File: config.mk
export PLATFORM = sky130hd
export DESIGN_NAME = pci_function_command_regs
export DESIGN_NICKNAME = d
export VERILOG_FILES = /design/src/pci_cmd_pkg.sv /design/src/cmd_reg_slice.sv /design/src/pci_function_command_regs.sv
export SDC_FILE = /design/constraint.sdc
export NUM_CORES = 1
export LEC_CHECK = 0
export BUFFER_PORTS_ARGS = -buffer_cell sky130_fd_sc_hd__buf_4
export CELL_PAD_IN_SITES_DETAIL_PLACEMENT = 0
export CELL_PAD_IN_SITES_GLOBAL_PLACEMENT = 2
export CORE_AREA = 2 2 87 89
export DETAILED_ROUTE_END_ITERATION = 10
export DIE_AREA = 0 0 89 91
export PLACE_DENSITY = 0.91
export SLEW_MARGIN = 30
export SYNTH_ARGS = -nofsm -noshare
export SYNTH_HDL_FRONTEND = slang
export SYNTH_SLANG_ARGS = --single-unit
File: constraint.sdc
create_clock -name sys_clk -period 3.59 [get_ports sys_clk]
set_input_delay 0.718 -clock sys_clk [delete_from_list [all_inputs] [get_ports sys_clk]]
set_output_delay 0.718 -clock sys_clk [all_outputs]
set_load 0.005 [all_outputs]
File: src/pci_cmd_pkg.sv
package pci_cmd_pkg;

  localparam int unsigned NUM_FUNCS = 2;

  // configuration offsets (ID half at 0x02) and dword-alignment mask
  localparam logic [7:0] CFG_ID_DWORD   = 8'h00;
  localparam logic [7:0] CFG_ID_OFFSET  = 8'h02;
  localparam logic [7:0] CFG_CMD_OFFSET = 8'h04;
  localparam logic [7:0] CFG_DWORD_MASK = 8'hFC;

  // command register field positions
  localparam int unsigned CMD_IO_BIT      = 0;
  localparam int unsigned CMD_MEM_BIT     = 1;
  localparam int unsigned CMD_MASTER_BIT  = 2;
  localparam int unsigned CMD_SPECIAL_BIT = 3;
  localparam int unsigned CMD_WRINV_BIT   = 4;
  localparam int unsigned CMD_SNOOP_BIT   = 5;
  localparam int unsigned CMD_PERR_BIT    = 6;
  localparam int unsigned CMD_STEP_BIT    = 7;
  localparam int unsigned CMD_SERR_BIT    = 8;
  localparam int unsigned CMD_B2B_BIT     = 9;

  localparam logic [15:0] CMD_RESET_VALUE = 16'h0000;
  localparam logic [15:0] CMD_WRITE_MASK  = 16'h0167;
  localparam logic [15:0] ZERO_HALF       = 16'h0000;

  // identity code: value is arbitrary
  localparam logic [15:0] PART_CODE_DEFAULT = 16'h5A5A;

  // configuration access sequencer
  typedef enum logic [0:0] {
    CFG_IDLE   = 1'b0,
    CFG_ANSWER = 1'b1
  } cfg_state_t;

endpackage

File: src/cmd_reg_slice.sv
// one function's command register
module cmd_reg_slice (
  input  wire logic        sys_clk,  // system clock
  input  wire logic        reset,    // async reset, active high
  input  wire logic        clk_en,   // freezes state when low
  input  wire logic        wr_stb,   // config write to command offset
  input  wire logic [1:0]  wr_be,    // byte enables, low half of dword
  input  wire logic [15:0] wr_data,  // write data, low half of dword
  output logic      [15:0] cmd       // current command value
);

  typedef struct packed {
    logic [15:0] cmd;
  } slice_state_t;

  slice_state_t st_q;
  slice_state_t st_d;

  always_comb begin
    st_d = st_q;
    if (wr_stb) begin
      if (wr_be[0]) begin
        st_d.cmd[7:0] = wr_data[7:0] & pci_cmd_pkg::CMD_WRITE_MASK[7:0];
      end
      if (wr_be[1]) begin
        st_d.cmd[15:8] = wr_data[15:8] & pci_cmd_pkg::CMD_WRITE_MASK[15:8];
      end
    end
    // read-only bits never leave zero
    st_d.cmd = st_d.cmd & pci_cmd_pkg::CMD_WRITE_MASK;
  end

  always_ff @(posedge sys_clk or posedge reset) begin
    if (reset) begin
      st_q.cmd <= pci_cmd_pkg::CMD_RESET_VALUE;
    end else if (clk_en) begin
      st_q <= st_d;
    end
  end

  assign cmd = st_q.cmd;

endmodule

File: src/pci_function_command_regs.sv
module pci_function_command_regs #(
  parameter logic [15:0] PART_CODE = pci_cmd_pkg::PART_CODE_DEFAULT // arbitrary
) (
  input  wire logic        sys_clk,             // system clock
  input  wire logic        reset,               // async reset, active high
  input  wire logic        clk_en,              // freezes state when low
  input  wire logic        cfg_req,             // configuration cycle request
  input  wire logic        cfg_we,              // 1 write, 0 read
  input  wire logic        cfg_func,            // target function number
  input  wire logic [7:0]  cfg_addr,            // byte offset in header
  input  wire logic [3:0]  cfg_be,              // byte enables
  input  wire logic [31:0] cfg_wdata,           // write data
  output logic             cfg_ack,             // answer strobe
  output logic      [31:0] cfg_rdata,           // read data
  input  wire logic [1:0]  io_hit,              // I/O address decoded
  input  wire logic [1:0]  mem_hit,             // memory address decoded
  input  wire logic [1:0]  palette_write_hit,   // palette register write seen
  input  wire logic [1:0]  initiator_want,      // function wants the bus
  input  wire logic        addr_parity_error,   // address parity fault
  input  wire logic        data_parity_error,   // data parity fault
  output logic      [1:0]  io_claim,            // claim I/O cycle
  output logic      [1:0]  mem_claim,           // claim memory cycle
  output logic      [1:0]  palette_capture,     // latch snooped palette data
  output logic      [1:0]  bus_request,         // initiator request
  output logic      [1:0]  palette_snoop_mode,  // snoop bit per function
  output logic             system_error_drive_enable, // ORed bit 8
  output logic             parity_response_enable,    // ORed bit 6
  output logic             back_to_back_initiate_enable, // always zero
  output logic             write_invalidate_enable,      // always zero
  output logic             perr_n_o,            // parity error pin value
  output logic             perr_n_oe,           // parity error pin drive
  output logic             serr_n_o,            // system error pin value
  output logic             serr_n_oe            // system error pin drive
);

  typedef struct packed {
    pci_cmd_pkg::cfg_state_t fsm;
    logic [31:0]             rdata;
    logic [1:0]              io_claim;
    logic [1:0]              mem_claim;
    logic [1:0]              pal_cap;
    logic [1:0]              bus_req;
    logic                    serr;
    logic                    perr;
  } top_state_t;

  top_state_t st_q;
  top_state_t st_d;

  logic [15:0] cmd [pci_cmd_pkg::NUM_FUNCS];
  logic [1:0]  io_en;
  logic [1:0]  mem_en;
  logic [1:0]  mst_en;
  logic [1:0]  snoop_en;
  logic [1:0]  perr_bits;
  logic [1:0]  serr_bits;
  logic [7:0]  dword_addr;
  logic        cmd_wr_hit;
  logic        serr_any;
  logic        perr_any;

  assign dword_addr = cfg_addr & pci_cmd_pkg::CFG_DWORD_MASK;
  assign cmd_wr_hit = cfg_req && cfg_we && (st_q.fsm == pci_cmd_pkg::CFG_IDLE)
                      && (dword_addr == pci_cmd_pkg::CFG_CMD_OFFSET);

  for (genvar f = 0; f < pci_cmd_pkg::NUM_FUNCS; f++) begin : g_func
    cmd_reg_slice u_cmd (
      .sys_clk (sys_clk),
      .reset   (reset),
      .clk_en  (clk_en),
      .wr_stb  (cmd_wr_hit && (cfg_func == 1'(f))),
      .wr_be   (cfg_be[1:0]),
      .wr_data (cfg_wdata[15:0]),
      .cmd     (cmd[f])
    );
    assign io_en[f]     = cmd[f][pci_cmd_pkg::CMD_IO_BIT];
    assign mem_en[f]    = cmd[f][pci_cmd_pkg::CMD_MEM_BIT];
    assign mst_en[f]    = cmd[f][pci_cmd_pkg::CMD_MASTER_BIT];
    assign snoop_en[f]  = cmd[f][pci_cmd_pkg::CMD_SNOOP_BIT];
    assign perr_bits[f] = cmd[f][pci_cmd_pkg::CMD_PERR_BIT];
    assign serr_bits[f] = cmd[f][pci_cmd_pkg::CMD_SERR_BIT];
  end

  // error enables are shared between functions
  assign serr_any = |serr_bits;
  assign perr_any = |perr_bits;

  always_comb begin
    st_d = st_q;
    // configuration access: one-cycle answer
    case (st_q.fsm)
      pci_cmd_pkg::CFG_IDLE: begin
        if (cfg_req) begin
          st_d.fsm   = pci_cmd_pkg::CFG_ANSWER;
          st_d.rdata = 32'h0000_0000;
          if (!cfg_we) begin
            if (dword_addr == pci_cmd_pkg::CFG_ID_DWORD) begin
              st_d.rdata = {PART_CODE, pci_cmd_pkg::ZERO_HALF};
            end else if (dword_addr == pci_cmd_pkg::CFG_CMD_OFFSET) begin
              // per-function copy, read-only bits already zero
              st_d.rdata = {pci_cmd_pkg::ZERO_HALF, cmd[cfg_func]};
            end
          end
        end
      end
      pci_cmd_pkg::CFG_ANSWER: begin
        st_d.fsm = pci_cmd_pkg::CFG_IDLE;
      end
      default: begin
        st_d.fsm = pci_cmd_pkg::CFG_IDLE;
      end
    endcase

    // target decode, palette writes not claimed as I/O while snooping; memory claims unmasked
    st_d.io_claim  = io_hit & io_en & ~(palette_write_hit & snoop_en);
    st_d.mem_claim = mem_hit & mem_en;
    st_d.pal_cap   = palette_write_hit & snoop_en;
    st_d.bus_req   = initiator_want & mst_en;

    // address parity needs both enables, data parity too
    st_d.serr = serr_any && perr_any
                && (addr_parity_error || data_parity_error);
    st_d.perr = perr_any && data_parity_error;
  end

  always_ff @(posedge sys_clk or posedge reset) begin
    if (reset) begin
      st_q.fsm       <= pci_cmd_pkg::CFG_IDLE;
      st_q.rdata     <= 32'h0000_0000;
      st_q.io_claim  <= 2'h0;
      st_q.mem_claim <= 2'h0;
      st_q.pal_cap   <= 2'h0;
      st_q.bus_req   <= 2'h0;
      st_q.serr      <= 1'b0;
      st_q.perr      <= 1'b0;
    end else if (clk_en) begin
      st_q <= st_d;
    end
  end

  assign cfg_ack         = (st_q.fsm == pci_cmd_pkg::CFG_ANSWER);
  assign cfg_rdata       = st_q.rdata;
  assign io_claim        = st_q.io_claim;
  assign mem_claim       = st_q.mem_claim;
  assign palette_capture = st_q.pal_cap;
  assign bus_request     = st_q.bus_req;
  assign palette_snoop_mode = snoop_en;

  assign system_error_drive_enable    = serr_any;
  assign parity_response_enable       = perr_any;
  assign back_to_back_initiate_enable = 1'b0;
  assign write_invalidate_enable      = 1'b0;

  // open-drain pins pull low only when armed
  assign serr_n_o  = 1'b0;
  assign serr_n_oe = st_q.serr && serr_any;
  assign perr_n_o  = 1'b0;
  assign perr_n_oe = st_q.perr;

  // stepping and special cycles: bits 7 and 3 masked in the slice

endmodule

==> results.md <==
* Hold Crit Depth at 2
* Post-synthesis sequential area ratio at 0.4320
* Global route overflow at 0
* VDD IR max at 0.0001140 V
* Root Driver: clkbuf_8
* Die Ht at 91 um
* Max Freq at 457.4 MHz
* Cell Chain, Critical Path: buf_4 -> or4_4 -> nor4_4 -> mux2_1
* Clock Path Buffers at 2
* Final ANT Viol Nets at 0
* Initial core utilization at 0.2435
* # IOs at 111
* Setup ws final at about 1.4 ns
* Critical Path Fanout Max at 6
* P&R area growth vs syn at 20.59%
* Startpoint of the worst hold path: cfg_rdata[6]
* WP data required at between 3 and 4 ns
* Pwr dens at around 320 mW/mm^2
* WP data arrival at 2.34 ns
* Worst-margin pin slew at 0.6483 ns
* Input/output buffers at 58
* CP Class: primary input to flop
* Critical Path End Type: flop
* Commonest non-fill, non-tap cell in the layout: buf_4
* Post-DP HPWL at 2707 um
* Synth cell types at 27
* Commonest non-fill, non-tap cells in the layout: buf_4, dfrtp_1, conb_1
* Initial DRC count at 27
* Unrepaired setup endpoints after global routing: no
* Clock Latency Late Sink at between 0.2 and 0.3 ns
* First-pass GRT wire length at 5506 um
* Leak at 1.042 nW
* Final period util at 0.6090
* Largest net degree at the start of global routing at 23
* Routed WL at 3510 um
* Fin. Hold Viols at 0
* Layout cell share with drive strength beyond 1 at 0.3930
* Critical Path Max Stage Delay at approximately 0.6 ns
* FF-to-FF path depth at 4
* Synth Cell Area at ~0.0017 mm^2
* Post-synth top area cell: dfrtp_1
* Reg2reg start: cfg_ack
* CP max-delay cell: or4_4
* Wire length per cell after detailed routing at 11.70 um
* Clock H-tree levels at 2
* R2R Path End: g_func[1].u_cmd.cmd[2]
* # setup viols final at 0
* Setup bufs post-CTS at 0
* Clock tree sinks at 30
* Post-place setup slack at 1.109 ns
* Vias/cell at between 3 and 4
* Crit start category: primary input
* Vias at 1175
* TritonCTS clock tree: built
* Area contributors post-synth: dfrtp_1, buf_4, mux2_1
* Chip width at 89 um
* GP Congestion at between 0.7 and 0.8
* Max-cap violations at 0
* Clock-pin slew on the worst setup and hold paths at 0.06 ns
* Slew Viols, Final at 0
* Share of the synthesized area in the top cell type at 0.4320
* Rows at 31
* Initial antenna violation count at 0
* Total core area at 0.007137 mm^2
* DRC at 0
* Worst reg2reg setup slack at 1.81 ns
* Total Neg Setup Slack at 0 ns
* Rel. slew slack at 0.5673
* Worst hold path type: flop to flop
* Worst Skew at around 0.0055 ns
* CTS Buf Count at 5
* Drt pass-1 iters at 4
* Die area at a little over 0.008 mm^2
* Post-CTS Resized at 0
* Status: complete, no violations
* Fin nets at 261
* Hold Crit Endpoint: cfg_rdata[6]
* Synthesized area per cell at about 11 um^2
* Post-Syn Instances at 164
* GRT Total Usage at 0.08963
* Vias in the first global route at between 1k and 1.5k
* Yosys warns at 0
* Hold-fix buffers, CTS at 0
* Antenna Cells at 0
* Post-layout min period at 2.186 ns
* Seq cells post-synth at 30
## critical path, delay by kind of cell
kind                   cells  cell delay, ns
and+or+nand+nor            2            1.13
buffers and inverters      1            0.11
muxes                      1            0.38
## registers in the layout (all words and copies together), names as in the netlist
signal            flops
bus_request           2
cfg_ack               1
cfg_rdata             7
g_func.u_cmd.cmd     12
io_claim              2
mem_claim             2
palette_capture       2
perr_n_oe             1
st_q                  1
## final cells by class
class | instances | area, um^2
fill | 791 | 5041
inverter | 11 | 41.29
sequential | 30 | 750.7
clock buffer | 7 | 76.32
timing repair buffer | 60 | 450.4
multi-input combinational | 93 | 653.1
tap | 99 | 123.9
## Yosys cell counts
master    instances
buf_4            46
dfrtp_1          30
nor4_1            2
o31ai_2           6
inv_1            11
conb_1            1
nand4b_1          2
mux2_2            1
and2_1            1
nand3_1           6
mux2i_1           6
o21ai_0          10
nor2b_1           1
o22ai_1           1
nand4_1           4
or4_1             1
nor4_4            2
nand2_1          10
or2_2             2
a31o_2            1
or4b_4            1
or4_4             1
buf_6             1
o21ai_1           1
clkbuf_1          4
nand3b_1          1
mux2_1           11
## through the flow
stage | hold WS, ns | instances | utilization | total power [mW] | cell area, um^2
final | 0.4831 | 300 | 0.2937 | 0.6629 | 2096
after global placement | 0.4758 | 293 | 0.2830 | 0.4204 | 2019
after detailed placement | 0.4773 | 293 | 0.2830 | 0.4216 | 2019
after global routing | 0.5053 | 300 | 0.2937 | 0.6997 | 2096
after CTS | 0.4905 | 300 | 0.2937 | 0.6751 | 2096
after floorplan | 0.4586 | 185 | - | 0.3987 | 1817
## power breakdown
part	switching, mW	internal (mW)
clock	0.116	0.133
combinational	0.0371	0.0321
sequential	0.00291	0.342
## how the worst max path moves through the flow
stage	endpoint	from	slack, ns	cells past startpoint
after floorplan	cfg_rdata[1]	cfg_addr[5]	1.34	4
after global placement	g_func[1].u_cmd.cmd[5]	cfg_addr[5]	1.14	4
after detailed placement	g_func[1].u_cmd.cmd[0]	cfg_addr[5]	1.11	4
after CTS	g_func[1].u_cmd.cmd[2]	cfg_addr[5]	1.39	4
after global routing	g_func[1].u_cmd.cmd[0]	cfg_addr[5]	1.35	4
final	g_func[1].u_cmd.cmd[2]	cfg_addr[5]	1.40	4
## kinds of logic (layout without fill, tap and decap cells)
group,count (synthesis),count (layout),share of synthesized area
compound gates,19,19,0.08351
buf+inv,62,78,0.2376
flops,30,30,0.4320
mux,18,18,0.1123
other cells,1,22,0.002158
simple gates,34,34,0.1325
## layer usage
metal / wire length (um) / share of wire / global-route usage / vias to the layer above
met2: 1745 / 0.50 / 0.1424 / 50
met1: 1481 / 0.42 / 0.1143 / 556
met4: 72 / 0.021 / 0.04104 / 0
met5: 0 / 0 / 0 / -
met3: 211 / 0.060 / 0.02000 / 5
li1: - / - / - / 564
No activity file was read; power rests on OpenSTA's default activity.
